===== src/att_map.svh =====
`ifndef ATT_MAP_SVH
`define ATT_MAP_SVH

// Register byte offsets on the APB bus.
`define ATT_OFF_COUNT 8'h00
`define ATT_OFF_CMP_A 8'h04
`define ATT_OFF_CMP_B 8'h08
`define ATT_OFF_FLAG 8'h0c
`define ATT_OFF_MASK 8'h10
`define ATT_OFF_ASYNC 8'h14
`define ATT_OFF_CTRL 8'h18
`define ATT_OFF_POWER 8'h1c

// Flag and mask bit positions.
`define ATT_BIT_OVF 0
`define ATT_BIT_CMPA 1
`define ATT_BIT_CMPB 2

// Control register field positions.
`define ATT_CS_LSB 0
`define ATT_WGM_LSB 3
`define ATT_COMA_LSB 6
`define ATT_COMB_LSB 8

// Waveform generation modes.
`define ATT_WGM_NORMAL 3'h0
`define ATT_WGM_CTC 3'h2
`define ATT_WGM_FPWM 3'h3
`define ATT_WGM_FPWM_A 3'h7

// Reset values and extreme counter values.
`define ATT_RST_BYTE 8'h00
`define ATT_BOTTOM 8'h00
`define ATT_MAX 8'hff

// Prescaler tap masks, one per dividing clock select value (2 to 7).
`define ATT_DIV_8 10'h007
`define ATT_DIV_32 10'h01f
`define ATT_DIV_64 10'h03f
`define ATT_DIV_128 10'h07f
`define ATT_DIV_256 10'h0ff
`define ATT_DIV_1024 10'h3ff

`endif


===== src/att_pkg.sv =====
package att_pkg;

	typedef enum logic {ATT_BUS_IDLE, ATT_BUS_ANSWER} att_bus_t;

	typedef struct packed {
		logic [7:0] count;
		logic [7:0] buf_a;
		logic [7:0] buf_b;
		logic [7:0] act_a;
		logic [7:0] act_b;
		logic [2:0] flags;
		logic [2:0] mask;
		logic async_sel;
		logic [2:0] clk_sel;
		logic [2:0] wgm;
		logic [1:0] com_a;
		logic [1:0] com_b;
		logic power_gate;
		logic [31:0] prdata;
		logic pready;
		logic pslverr;
		logic irq;
		att_bus_t bus;
	} att_state_t;

endpackage


===== src/att_prescaler.sv =====
`timescale 1ns/1ps
`include "att_map.svh"

module att_prescaler (
	// Clock and reset.
	input wire logic pclk,
	input wire logic presetn,
	// Control.
	input wire logic enable,
	input wire logic async_sel,
	input wire logic [2:0] clk_sel,
	// Crystal oscillator input.
	input wire logic crystal_osc_pins,
	// Timer tick.
	output logic timer_tick
);

	logic osc_s1;
	logic osc_s2;
	logic osc_s3;
	logic [9:0] pre;
	logic base_en;
	logic [9:0] tap;

	// The crystal input is synchronised before its rising edge is used.
	always_ff @(posedge pclk or negedge presetn) begin
		if (!presetn) begin
			osc_s1 <= 1'b0;
			osc_s2 <= 1'b0;
			osc_s3 <= 1'b0;
			pre <= 10'h000;
		end else begin
			osc_s1 <= crystal_osc_pins;
			osc_s2 <= osc_s1;
			osc_s3 <= osc_s2;
			if (enable && base_en)
				pre <= pre + 10'h001;
		end
	end

	assign base_en = async_sel ? (osc_s2 & ~osc_s3) : 1'b1;

	always_comb begin
		case (clk_sel)
			3'h1: tap = 10'h000;
			3'h2: tap = `ATT_DIV_8;
			3'h3: tap = `ATT_DIV_32;
			3'h4: tap = `ATT_DIV_64;
			3'h5: tap = `ATT_DIV_128;
			3'h6: tap = `ATT_DIV_256;
			3'h7: tap = `ATT_DIV_1024;
			default: tap = 10'h000;
		endcase
	end

	// No tick at all while stopped or gated off.
	assign timer_tick = enable && (clk_sel != 3'h0) && base_en &&
		((pre & tap) == tap);

endmodule // att_prescaler


===== src/att_wavegen.sv =====
`timescale 1ns/1ps

module att_wavegen (
	// Clock and reset.
	input wire logic pclk,
	input wire logic presetn,
	// Events from the counter.
	input wire logic tick,
	input wire logic match,
	input wire logic wrap,
	input wire logic pwm,
	input wire logic [1:0] com,
	// Compare output pin.
	output logic pin
);

	logic oc;
	logic next_oc;

	always_comb begin
		next_oc = oc;
		if (tick && pwm) begin
			// Fast PWM: the match wins over the wrap when both coincide.
			if (match && com == 2'h1)
				next_oc = ~oc;
			else if (match && com[1])
				next_oc = com[0];
			else if (wrap && com[1])
				next_oc = ~com[0];
		end else if (tick && match) begin
			case (com)
				2'h1: next_oc = ~oc;
				2'h2: next_oc = 1'b0;
				2'h3: next_oc = 1'b1;
				default: next_oc = oc;
			endcase
		end
	end

	always_ff @(posedge pclk or negedge presetn) begin
		if (!presetn) begin
			oc <= 1'b0;
			pin <= 1'b0;
		end else begin
			oc <= next_oc;
			pin <= (com != 2'h0) ? next_oc : 1'b0;
		end
	end

endmodule // att_wavegen


===== src/att_timer.sv =====
`timescale 1ns/1ps
`include "att_map.svh"

module att_timer (
	// APB clock and reset.
	input wire logic pclk,
	input wire logic presetn,
	// APB slave.
	input wire logic psel,
	input wire logic penable,
	input wire logic pwrite,
	input wire logic [7:0] paddr,
	input wire logic [31:0] pwdata,
	output logic [31:0] prdata,
	output logic pready,
	output logic pslverr,
	// Crystal oscillator input.
	input wire logic crystal_osc_pins,
	// Compare outputs and interrupt.
	output logic compare_out_a,
	output logic compare_out_b,
	output logic irq
);

	import att_pkg::*;

	att_state_t s;
	att_state_t next_s;
	logic timer_tick;
	logic pwm;
	logic [7:0] top;
	logic at_top;
	logic at_bottom;
	logic at_max;
	logic match_a;
	logic match_b;
	logic ovf_ev;
	logic setup;
	logic wr;
	logic wr_count;
	logic [2:0] set_flags;
	logic [2:0] clr_flags;
	logic [1:0] match_v;
	logic [1:0] com_v [2];
	logic [1:0] pin_v;
	logic [31:0] rd_val;
	logic rd_ok;

	att_prescaler u_pre (
		.pclk(pclk),
		.presetn(presetn),
		.enable(~s.power_gate),
		.async_sel(s.async_sel),
		.clk_sel(s.clk_sel),
		.crystal_osc_pins(crystal_osc_pins),
		.timer_tick(timer_tick)
	);

	// Counter state decode.
	assign pwm = (s.wgm == `ATT_WGM_FPWM) || (s.wgm == `ATT_WGM_FPWM_A);
	assign top = (s.wgm == `ATT_WGM_CTC || s.wgm == `ATT_WGM_FPWM_A) ?
		s.act_a : `ATT_MAX;
	assign at_top = (s.count == top);
	assign at_bottom = (s.count == `ATT_BOTTOM);
	assign at_max = (s.count == `ATT_MAX);
	assign match_a = (s.count == s.act_a);
	assign match_b = (s.count == s.act_b);
	// Overflow is counted when the counter leaves MAX, or TOP in PWM.
	assign ovf_ev = timer_tick && (pwm ? at_top : at_max);

	assign setup = psel && !penable;
	assign wr = psel && penable && pwrite && s.pready;
	assign wr_count = wr && (paddr == `ATT_OFF_COUNT);

	always_comb begin
		set_flags = 3'h0;
		set_flags[`ATT_BIT_OVF] = ovf_ev;
		set_flags[`ATT_BIT_CMPA] = timer_tick && match_a;
		set_flags[`ATT_BIT_CMPB] = timer_tick && match_b;
		clr_flags = 3'h0;
		if (wr && paddr == `ATT_OFF_FLAG)
			clr_flags = pwdata[2:0];
	end

	// Read decode, done at setup so the answer comes from a flop.
	always_comb begin
		rd_val = 32'h0000_0000;
		rd_ok = 1'b1;
		case (paddr)
			`ATT_OFF_COUNT: rd_val[7:0] = s.count;
			`ATT_OFF_CMP_A: rd_val[7:0] = s.buf_a;
			`ATT_OFF_CMP_B: rd_val[7:0] = s.buf_b;
			`ATT_OFF_FLAG: rd_val[2:0] = s.flags;
			`ATT_OFF_MASK: rd_val[2:0] = s.mask;
			`ATT_OFF_ASYNC: rd_val[0] = s.async_sel;
			`ATT_OFF_CTRL: rd_val[9:0] = {s.com_b, s.com_a, s.wgm, s.clk_sel};
			`ATT_OFF_POWER: rd_val[0] = s.power_gate;
			default: rd_ok = 1'b0;
		endcase
	end

	always_comb begin
		next_s = s;
		// Bus slave: one wait-free access phase per transfer.
		case (s.bus)
			ATT_BUS_IDLE: begin
				next_s.pready = 1'b0;
				next_s.pslverr = 1'b0;
				if (setup) begin
					next_s.bus = ATT_BUS_ANSWER;
					next_s.pready = 1'b1;
					next_s.pslverr = ~rd_ok;
					next_s.prdata = pwrite ? 32'h0000_0000 : rd_val;
				end
			end
			ATT_BUS_ANSWER: begin
				next_s.bus = ATT_BUS_IDLE;
				next_s.pready = 1'b0;
				next_s.pslverr = 1'b0;
			end
			default: next_s.bus = ATT_BUS_IDLE;
		endcase

		// A CPU write overrides any count or clear in the same cycle.
		if (wr_count)
			next_s.count = pwdata[7:0];
		else if (timer_tick)
			next_s.count = at_top ? `ATT_BOTTOM : s.count + 8'h01;

		// Non-PWM modes update the active compare value at once; PWM modes
		// wait for the wrap so a period never sees a torn duty cycle.
		if (!pwm || (timer_tick && at_top)) begin
			next_s.act_a = s.buf_a;
			next_s.act_b = s.buf_b;
		end

		// Set wins over a write-one-to-clear in the same cycle.
		next_s.flags = (s.flags & ~clr_flags) | set_flags;
		next_s.irq = |(next_s.flags & s.mask);

		if (wr) begin
			case (paddr)
				`ATT_OFF_CMP_A: next_s.buf_a = pwdata[7:0];
				`ATT_OFF_CMP_B: next_s.buf_b = pwdata[7:0];
				`ATT_OFF_MASK: next_s.mask = pwdata[2:0];
				`ATT_OFF_ASYNC: next_s.async_sel = pwdata[0];
				`ATT_OFF_CTRL: begin
					next_s.clk_sel = pwdata[`ATT_CS_LSB +: 3];
					next_s.wgm = pwdata[`ATT_WGM_LSB +: 3];
					next_s.com_a = pwdata[`ATT_COMA_LSB +: 2];
					next_s.com_b = pwdata[`ATT_COMB_LSB +: 2];
				end
				`ATT_OFF_POWER: next_s.power_gate = pwdata[0];
				default: next_s.bus = next_s.bus;
			endcase
		end
	end

	always_ff @(posedge pclk or negedge presetn) begin
		if (!presetn) begin
			s.count <= `ATT_RST_BYTE;
			s.buf_a <= `ATT_RST_BYTE;
			s.buf_b <= `ATT_RST_BYTE;
			s.act_a <= `ATT_RST_BYTE;
			s.act_b <= `ATT_RST_BYTE;
			s.flags <= 3'h0;
			s.mask <= 3'h0;
			s.async_sel <= 1'b0;
			s.clk_sel <= 3'h0;
			s.wgm <= `ATT_WGM_NORMAL;
			s.com_a <= 2'h0;
			s.com_b <= 2'h0;
			s.power_gate <= 1'b0;
			s.prdata <= 32'h0000_0000;
			s.pready <= 1'b0;
			s.pslverr <= 1'b0;
			s.irq <= 1'b0;
			s.bus <= ATT_BUS_IDLE;
		end else begin
			s <= next_s;
		end
	end

	assign prdata = s.prdata;
	assign pready = s.pready;
	assign pslverr = s.pslverr;
	assign irq = s.irq;

	// One waveform channel per compare unit.
	assign match_v = {match_b, match_a};
	assign com_v[0] = s.com_a;
	assign com_v[1] = s.com_b;
	assign compare_out_a = pin_v[0];
	assign compare_out_b = pin_v[1];

	genvar ch;
	generate
		for (ch = 0; ch < 2; ch++) begin : g_wave
			att_wavegen u_wave (
				.pclk(pclk),
				.presetn(presetn),
				.tick(timer_tick),
				.match(match_v[ch]),
				.wrap(at_top),
				.pwm(pwm),
				.com(com_v[ch]),
				.pin(pin_v[ch])
			);
		end
	endgenerate
endmodule // att_timer


===== config.mk =====
export PLATFORM = sky130hd
export DESIGN_NAME = att_timer
export DESIGN_NICKNAME = d
export VERILOG_FILES = /design/src/att_pkg.sv /design/src/att_prescaler.sv /design/src/att_wavegen.sv /design/src/att_timer.sv
export VERILOG_INCLUDE_DIRS = /design/src
export SDC_FILE = /design/constraint.sdc
export NUM_CORES = 1
export LEC_CHECK = 0
export BUFFER_PORTS_ARGS = -buffer_cell sky130_fd_sc_hd__buf_2
export CORE_ASPECT_RATIO = 0.6
export CORE_MARGIN = 2
export CORE_UTILIZATION = 56
export DETAILED_ROUTE_END_ITERATION = 12
export PLACE_DENSITY = 0.88
export SLEW_MARGIN = 25
export SYNTH_ARGS = -nofsm -noshare
export SYNTH_HDL_FRONTEND = slang
export SYNTH_HIERARCHICAL = 1
export SYNTH_SLANG_ARGS = --single-unit

===== constraint.sdc =====
create_clock -name pclk -period 2.9 [get_ports pclk]
set_clock_uncertainty 0.2 [all_clocks]
set_input_delay 0.145 -clock pclk [delete_from_list [all_inputs] [get_ports pclk]]
set_output_delay 0.145 -clock pclk [all_outputs]
set_load 0.005 [all_outputs]

## Yosys cells after proc, flatten, opt, wreduce, memory -nomap -nowiden

Cells that the tools add are included.

- Flip-flop bits (word level): 89
- Input port bits: 46
- Output and inout port bits: 37
- Word-level logic and storage cells: 141

- $add $sub $neg: 2
- Equality and inequality tests: 27
- Muxes and demuxes: 32
- Bitwise operators: 14
- Reductions and logical operators: 40

Operators by type and width:

| kind | number |
|---|---|
| 10-bit one-hot mux with 6 select lines | 1 |
| 8-bit by 5-bit equality test with 1-bit output, second input constant | 4 |
| 8-bit 2-to-1 mux | 4 |
| 8-bit equality test | 3 |
| 1-bit logical AND | 21 |
| 5-bit one-hot mux with 4 select lines | 1 |
| 8-bit by 4-bit equality test with 1-bit output, second input constant | 2 |
| 1-bit 2-to-1 mux | 16 |
| 3-bit equality test, second input constant | 5 |
| 2-bit AND reduction | 7 |
| 3-bit by 2-bit equality test with 1-bit output, second input constant | 4 |
| 2-bit one-hot mux with 6 select lines | 1 |
| 10-bit by 1-bit adder with 10-bit output, second input constant | 1 |
| 10-bit bitwise AND | 1 |
| 10-bit equality test | 1 |
| 10-bit 2-to-1 mux | 1 |
| 8-bit by 1-bit adder with 8-bit output, second input constant | 1 |
| 2-bit equality test, second input constant | 4 |
| 8-bit by 3-bit equality test with 1-bit output, second input constant | 1 |
| 8-bit equality test, second input constant | 1 |
| 8-bit zero test | 1 |
| 1-bit inverter | 8 |
| 1-bit one-hot mux with 8 select lines | 1 |
| 8-bit OR reduction | 1 |
| 15 further kinds | 24 |

## Logic depth before layout (Yosys ltp)

Gate-level depths: netlist of the first run.

- Word-level depth: 10
- Gate-level depth with buffers: 9
- Mapped depth without buffers: 8

## Modules after synthesis

The synthesis of the first run kept the hierarchy.

By module, submodules not included:

| module | instances | cells an instance | area an instance (sq um) | seq. area each (sq um) |
|---|---|---|---|---|
| att_timer | 1 | 352 | 3827.4 | 1776.7 |
| att_prescaler | 1 | 56 | 600.6 | 325.3 |
| att_wavegen | 2 | 16 | 147.6 | 50.0 |

## Least setup slack after synthesis of the first run

OpenSTA, ideal clock, no wires.

- Kind: register -> register
- From: register, netlist name s[44]
- To: register s[86] in the netlist's numbering
- Setup time: 0.125 ns
- Data arrival time: 2.085 ns
- Data required time: 2.575 ns
- Slack: 0.490 ns
- Stages on the path, launching flop included: 9
- Buffers on the path: 1
- Period minus slack after synthesis: 2.410 ns
- Path through: dfrtp_1 a21boi_0 o21ai_0 o2111ai_1 a211oi_1 clkbuf_1 nand2b_1 o21ai_0 mux2_2

- Word-level cells in the longest chain between the ends: 6
- Elaborated cells between the ends (all ways): 14
- Those cells by class: eq/ne: 7; mux: 1; bitwise: 1; reduce/logical: 5

Ends and longest elaborated chain:

| item | RTL line | RTL |
|---|---|---|
| 3-bit equality test or 3-bit by 2-bit equality test with 1-bit output (tied branches) | att_prescaler.sv:44 | `case (clk_sel)` |
| 10-bit one-hot mux with 6 select lines | att_prescaler.sv:44 |  |
| 10-bit bitwise AND | att_prescaler.sv:58 | `((pre & tap) == tap);` |
| 10-bit equality test | att_prescaler.sv:58 |  |
| 1-bit logical AND * | att_prescaler.sv:57 | `assign timer_tick = enable && (clk_sel != 3'h0) && base_en &&` |
| via timer_tick | att_timer.sv:29 | `logic timer_tick;` |
| 2-bit nonzero test (no line) * | n/a |  |
| to (signal assigned) | att_timer.sv:180 | `s <= next_s;` |
| to (decl) | att_timer.sv:27 | `att_state_t s;` |

The timed path passes the listed nets; every way through them passes the cells marked *.
A chain may end at the register's enable or synchronous reset.

==> results of run 1 <==
==> kinds of logic after synthesis <==
group	share of synthesized area (%)
AND/OR/NAND/NOR	13.0
flip-flops	46.6
AO/OA/AOI/OAI	13.5
buffers and inverters	8.24
multiplexers	14.7
XOR/XNOR	3.34
adder cells (fa/ha/maj)	0.530
other	0.0794
==> cell usage after synthesis (9+ instances only) <==
| cell type | count |
|---|---|
| buf_4 | 33 |
| o22ai_1 | 10 |
| inv_1 | 21 |
| dfrtp_1 | 88 |
| nand2b_1 | 9 |
| mux2_2 | 50 |
| nor2_1 | 14 |
| nand2_1 | 28 |
| nor3_1 | 15 |
| o21ai_0 | 15 |
| mux2i_1 | 11 |
| nand3_1 | 17 |
| xnor2_1 | 15 |
| a21oi_1 | 9 |
==> stage by stage <==
| stage | utilization (%) | instance area [um2] | worst slack [ns] |
|---|---|---|---|
| floorplan | - | 4800 | 0.490 |
| global placement | 60.7 | 4880 | 0.594 |
| detailed placement | 60.7 | 4880 | 0.515 |
| CTS | 66.5 | 5350 | 0.463 |
| global route | 66.6 | 5350 | 0.199 |
| finish | 66.6 | 5350 | 0.386 |
==> routing by layer <==
metal | track usage [%] | wire (um) | up-vias
met3 | 7.95 | 971 | 33
met1 | 36.0 | 4970 | 1832
li1 | - | - | 1628
met4 | 11.4 | 283 | 0
met5 | 0 | 0 | -
met2 | 41.0 | 5360 | 211
==> what timing repair did <==
item,in CTS,in global routing
hold buffers,15,0
buffers inserted,0,0
hold endpoints to repair,130,0
==> flip-flops by register name, indices dropped and copies added, names as in the netlist <==
register	cells
s	55
u_pre/pre	10
prdata	10
irq	1
u_pre/osc_s1	1
com_v	4
g_wave.u_wave/oc	2
g_wave.u_wave/pin	2
u_pre/osc_s2	1
u_pre/osc_s3	1
pslverr	1
==> critical path: stages, from the launching register on <==
cell and delay (ns):
dfrtp_1 0.44, a21boi_0 0.16, o21ai_0 0.16, o2111ai_1 0.15, a211oi_2 0.27, buf_4 0.34, nand2_1 0.09, nor3_1 0.22
a311o_1 0.24, a21o_1 0.17
==> worst max-delay path by stage <==
| stage | endpoint | slack, ns | cells after the start |
|---|---|---|---|
| 6_report | irq | 0.39 | 9 |
| 5_1_grt | irq | 0.20 | 9 |
| 4_1_cts | irq | 0.46 | 9 |
| 3_5_place_dp | irq | 0.52 | 7 |
| 3_3_place_gp | irq | 0.59 | 7 |
| 2_1_floorplan | s[86] | 0.49 | 8 |
==> area by class of cell <==
type                            instances  share of cell area [%]
Clock buffer                           13                    4.68
Clock inverter                          3                    1.22
Inverter                               23                    1.61
Multi-Input combinational cell        304                    41.5
Sequential cell                        88                    41.2
Tap cell                              108                    2.53
Timing Repair Buffer                   59                    7.32
==> where the power goes <==
| group | internal [uW] | total [uW] | switching (uW) |
|---|---|---|---|
| Clock | 777 | 1240 | 460 |
| Combinational | 46.3 | 130 | 84.1 |
| Sequential | 1240 | 1250 | 8.45 |
| Total | 2060 | 2610 | 553 |
==> results.json, run 1 <==
{
  "finalHoldViolCount": 0,
  "fin_crit_sh_pct": 86.7,
  "cellPowerDensity_nw_per_um2": 488,
  "antenna_found_initial": 0,
  "tns_ns": 0,
  "synth_area_leader_cell": "dfrtp_1",
  "startpoint_type": "flop",
  "cts_tree": "yes",
  "synth-main-ff-cell": "dfrtp_1",
  "holdPathStages": 3,
  "tightest_slew_ns": 0.786,
  "dp_hpwl_mm": 8.15,
  "layout_common_cells": "dfrtp_1 (88), mux2_2 (50), buf_2 (37)",
  "multiInputGateArea_um2": 2220,
  "worstReg2RegStart": "s[44]",
  "cts-htree-levels": 3,
  "firstDrtPassIters": 6,
  "r2r_cells": 9,
  "vdd_drop_max_mv": 0.465,
  "overflow": 0,
  "syn_to_final_growth_pct": 13.3,
  "wire_per_inst_um": 19.4,
  "cts_sinks": 88,
  "synthCells": 440,
  "vias_per_cell": 6.19,
  "cts_buffer_depth": 2,
  "async_flop_share_pct": 100,
  "hold_class": "in2reg",
  "ctsRootBufferMaster": "clkbuf_16",
  "status": "complete, no violations",
  "total_power_uw": 2610,
  "yosys_warnings": 6,
  "slew_viol_final": 0,
  "grt_use_total_pct": 26.8,
  "die_height_um": 75.1,
  "min_to": "s[47]",
  "crit_fanout": 27,
  "critical_path.startpoint": "s[44]",
  "syn_area_um2": 4720,
  "clk_pin_slew_ns": 0.06,
  "clk_latency_ns": 0.35,
  "cts_buffers": 9,
  "ys_ff_latch": 88,
  "relSlewSlack_pct": 47.6,
  "timing.fmax_mhz": 398,
  "p_leak_uw": 0.00255,
  "synth.distinct_cells": 60,
  "worstHoldStart": "paddr[4]",
  "core_area_um2": 8040,
  "synth_top_cell_area_share_pct": 46.6,
  "synth_enable_flop_cells": 0,
  "row_count": 25,
  "dieArea_um2": 9210,
  "crit_path_end_kind": "flop",
  "fillers": 587,
  "finalCriticalPeriod_ns": 2.51,
  "placed_cells": 567,
  "layout_commonest_cell": "dfrtp_1",
  "cp_data_required_time_ns": 2.98,
  "final_net_count": 533,
  "cts-resized-gates": 0,
  "drt_iter0_markers": 478,
  "finalSetupViolations": 0,
  "vias": 3704,
  "diodes": 0,
  "yosysSeqAreaShare_pct": 46.6,
  "routed_wl_mm": 11.6,
  "numPortBuffers": 38,
  "hold_ws_ns": 0.0784,
  "grt_max_degree": 89,
  "crit_type": "reg2reg",
  "instances_no_fill": 598,
  "synth.area.top_cells": "dfrtp_1 (47%), mux2_2 (12%), buf_4 (5.2%), xnor2_1 (2.8%), mux2i_1 (2.3%)",
  "drtAntennaViolNets": 0,
  "drv_cap": 0,
  "synth.avg_cell_area_um2": 10.7,
  "reg2reg_slack_ns": 0.39,
  "grt_pass1_wl_mm": 18.3,
  "start_util_pct": 58.8,
  "rsz0062_at_grt": "no",
  "r2r-end": "irq",
  "die_x_um": 123,
  "io_pins": 83,
  "final-seq-area_um2": 2200,
  "grt_pass1_vias": 3665,
  "crit_arrival_ns": 2.59,
  "drive_gt1_share_pct": 25.7,
  "finalWeightedCongestion": 0.953,
  "drc": 0
}
No activity file was read; power rests on OpenSTA's default activity.
==> inputs of run 2 (changes only) <==
--- a/config.mk
+++ b/config.mk
@@ -7,9 +7,11 @@
 export NUM_CORES = 1
 export LEC_CHECK = 0
 export BUFFER_PORTS_ARGS = -buffer_cell sky130_fd_sc_hd__buf_2
+export CELL_PAD_IN_SITES_DETAIL_PLACEMENT = 1
+export CELL_PAD_IN_SITES_GLOBAL_PLACEMENT = 1
 export CORE_ASPECT_RATIO = 0.6
 export CORE_MARGIN = 2
-export CORE_UTILIZATION = 56
+export CORE_UTILIZATION = 44
 export DETAILED_ROUTE_END_ITERATION = 12
 export PLACE_DENSITY = 0.88
 export SLEW_MARGIN = 25
==> run 2 against run 1 <==
Effect of this change: utilization shrank 16 points; clock-buffer cell count is 3 lower; die area rose by 26%; cell area increased by 0.28%; via count fell by 2.3%; non-clock buffer count unchanged.
==> results.json, run 2 (synthesis results as in run 1) <==
{
  "vias_per_cell": 5.75,
  "grt_pass1_vias": 3843,
  "fin_ws_ns": 0.347,
  "crit_arrival_ns": 2.58,
  "numPortBuffers": 38,
  "ctsRootBufferMaster": "clkbuf_16",
  "rsz0062_at_grt": "no",
  "firstDrtPassIters": 4,
  "final-seq-area_um2": 2200,
  "layout_common_cells": "dfrtp_1 (88), mux2_2 (50), buf_2 (37)",
  "worstReg2RegStart": "s[44]",
  "holdPathStages": 4,
  "drv_cap": 0,
  "slew_viol_final": 0,
  "overflow": 0,
  "syn_to_final_growth_pct": 13.6,
  "largest_reg_flops": 55,
  "finalHoldViolCount": 0,
  "tightest_slew_ns": 0.629,
  "clk_latency_ns": 0.35,
  "io_pins": 83,
  "finalWeightedCongestion": 0.841,
  "fillers": 1171,
  "post-place-ws_ns": 0.455,
  "grt_max_degree": 46,
  "multiInputGateArea_um2": 2220,
  "largest_register": "s",
  "cp_data_required_time_ns": 2.93,
  "clk_pin_slew_ns": 0.06,
  "antenna_found_initial": 0,
  "startpoint_type": "primary input",
  "finalSetupViolations": 0,
  "cts_buffers": 9,
  "finalCriticalPeriod_ns": 2.55,
  "routed_wl_mm": 13.4,
  "drive_gt1_share_pct": 26.3,
  "reg2reg_slack_ns": 0.41,
  "die_height_um": 84.3,
  "core_area_um2": 10500,
  "wire_per_inst_um": 21.3,
  "largest_registers": "s (55), prdata (10), u_pre/pre (10)",
  "die_x_um": 138,
  "row_count": 29,
  "drc": 0,
  "dp_hpwl_mm": 9.44,
  "cts_buffer_depth": 2,
  "layout_commonest_cell": "dfrtp_1",
  "dieArea_um2": 11600,
  "cts-htree-levels": 3,
  "tns_ns": 0,
  "drtAntennaViolNets": 0,
  "crit_type": "in2reg",
  "grt_use_total_pct": 25.0,
  "start_util_pct": 44.9,
  "status": "complete, no violations",
  "drt_iter0_markers": 243,
  "r2r-end": "irq",
  "vias": 3619,
  "cts_sinks": 88,
  "min_to": "prdata[8]",
  "vdd_drop_max_mv": 0.343,
  "final_net_count": 533,
  "cellPowerDensity_nw_per_um2": 467,
  "fin_crit_sh_pct": 88.0,
  "p_leak_uw": 0.00254,
  "diodes": 0,
  "r2r_cells": 9,
  "grt_pass1_wl_mm": 21.6,
  "timing.fmax_mhz": 392,
  "worstHoldStart": "pwrite",
  "crit_path_end_kind": "flop",
  "hold_class": "in2reg",
  "cts_tree": "yes",
  "crit_fanout": 10,
  "relSlewSlack_pct": 57.9
}
[run 2: cell types whose count changed in the layout (fill, tap and decap cells not counted)]
cell and change:
buf_6 -1, clkbuf_1 -3, inv_6 +1, clkinv_4 +2, buf_12 +1, bufinv_16 -2, clkinv_2 +1, clkinvlp_4 +1
[run 2: per-stage QoR]
step | total power, uW | std cells | util, % | cell area [um2] | hold slack (ns)
after floorplan | 1340 | 461 | - | 4800 | -0.351
after global placement | 1380 | 597 | 46.7 | 4910 | 0.0550
after detailed placement | 1390 | 598 | 46.9 | 4930 | -0.0160
after CTS | 2530 | 629 | 51.0 | 5370 | 0.0103
after global routing | 2600 | 629 | 51.0 | 5370 | 0.0282
final | 2510 | 629 | 51.0 | 5370 | 0.0261
[run 2: how the worst max path moves through the flow]
stage	endpoint	startpoint	slack, ns	cells past startpoint
floorplan	s[86]	s[44]	0.49	8
global placement	irq	paddr[0]	0.58	7
detailed placement	irq	s[44]	0.45	9
CTS	s[44]	paddr[6]	0.42	6
global route	irq	s[44]	0.24	9
finish	s[44]	paddr[6]	0.35	6
[run 2: per-layer routing]
| layer | vias up | GRT usage, % | routed length (um) |
|---|---|---|---|
| met5 | - | 0 | 0 |
| met4 | 0 | 7.05 | 163 |
| met3 | 15 | 6.82 | 779 |
| met2 | 120 | 39.2 | 6360 |
| met1 | 1849 | 34.4 | 6120 |
| li1 | 1635 | - | - |
[run 2: repair_timing]
action / CTS / global route
buffers inserted: 0 / 0
resized for setup: 0 / 0
hold buffers: 15 / 0
endpoints found under the hold margin: 82 / 0
[run 2: critical path, stage by stage]
cell and delay (ns):
dlygate4sd3_1 0.57, buf_2 0.13, or4_4 0.45, or2_0 0.29
nor3_4 0.58, mux2_2 0.42
[run 2: layout make-up]
cell class | count | share of cell area [%]
Multi-Input combinational cell | 304 | 41.4
Clock inverter | 6 | 0.816
Sequential cell | 88 | 41.0
Clock buffer | 10 | 4.45
Timing Repair Buffer | 59 | 7.46
Tap cell | 139 | 3.24
Inverter | 23 | 1.61
[run 2: power breakdown]
part	leakage [uW]	internal [uW]	switching [uW]
combinational	0.00123	48.7	88.9
sequential	0.00117	1240	8.70
clock	0.000139	607	515
total	0.00254	1890	613
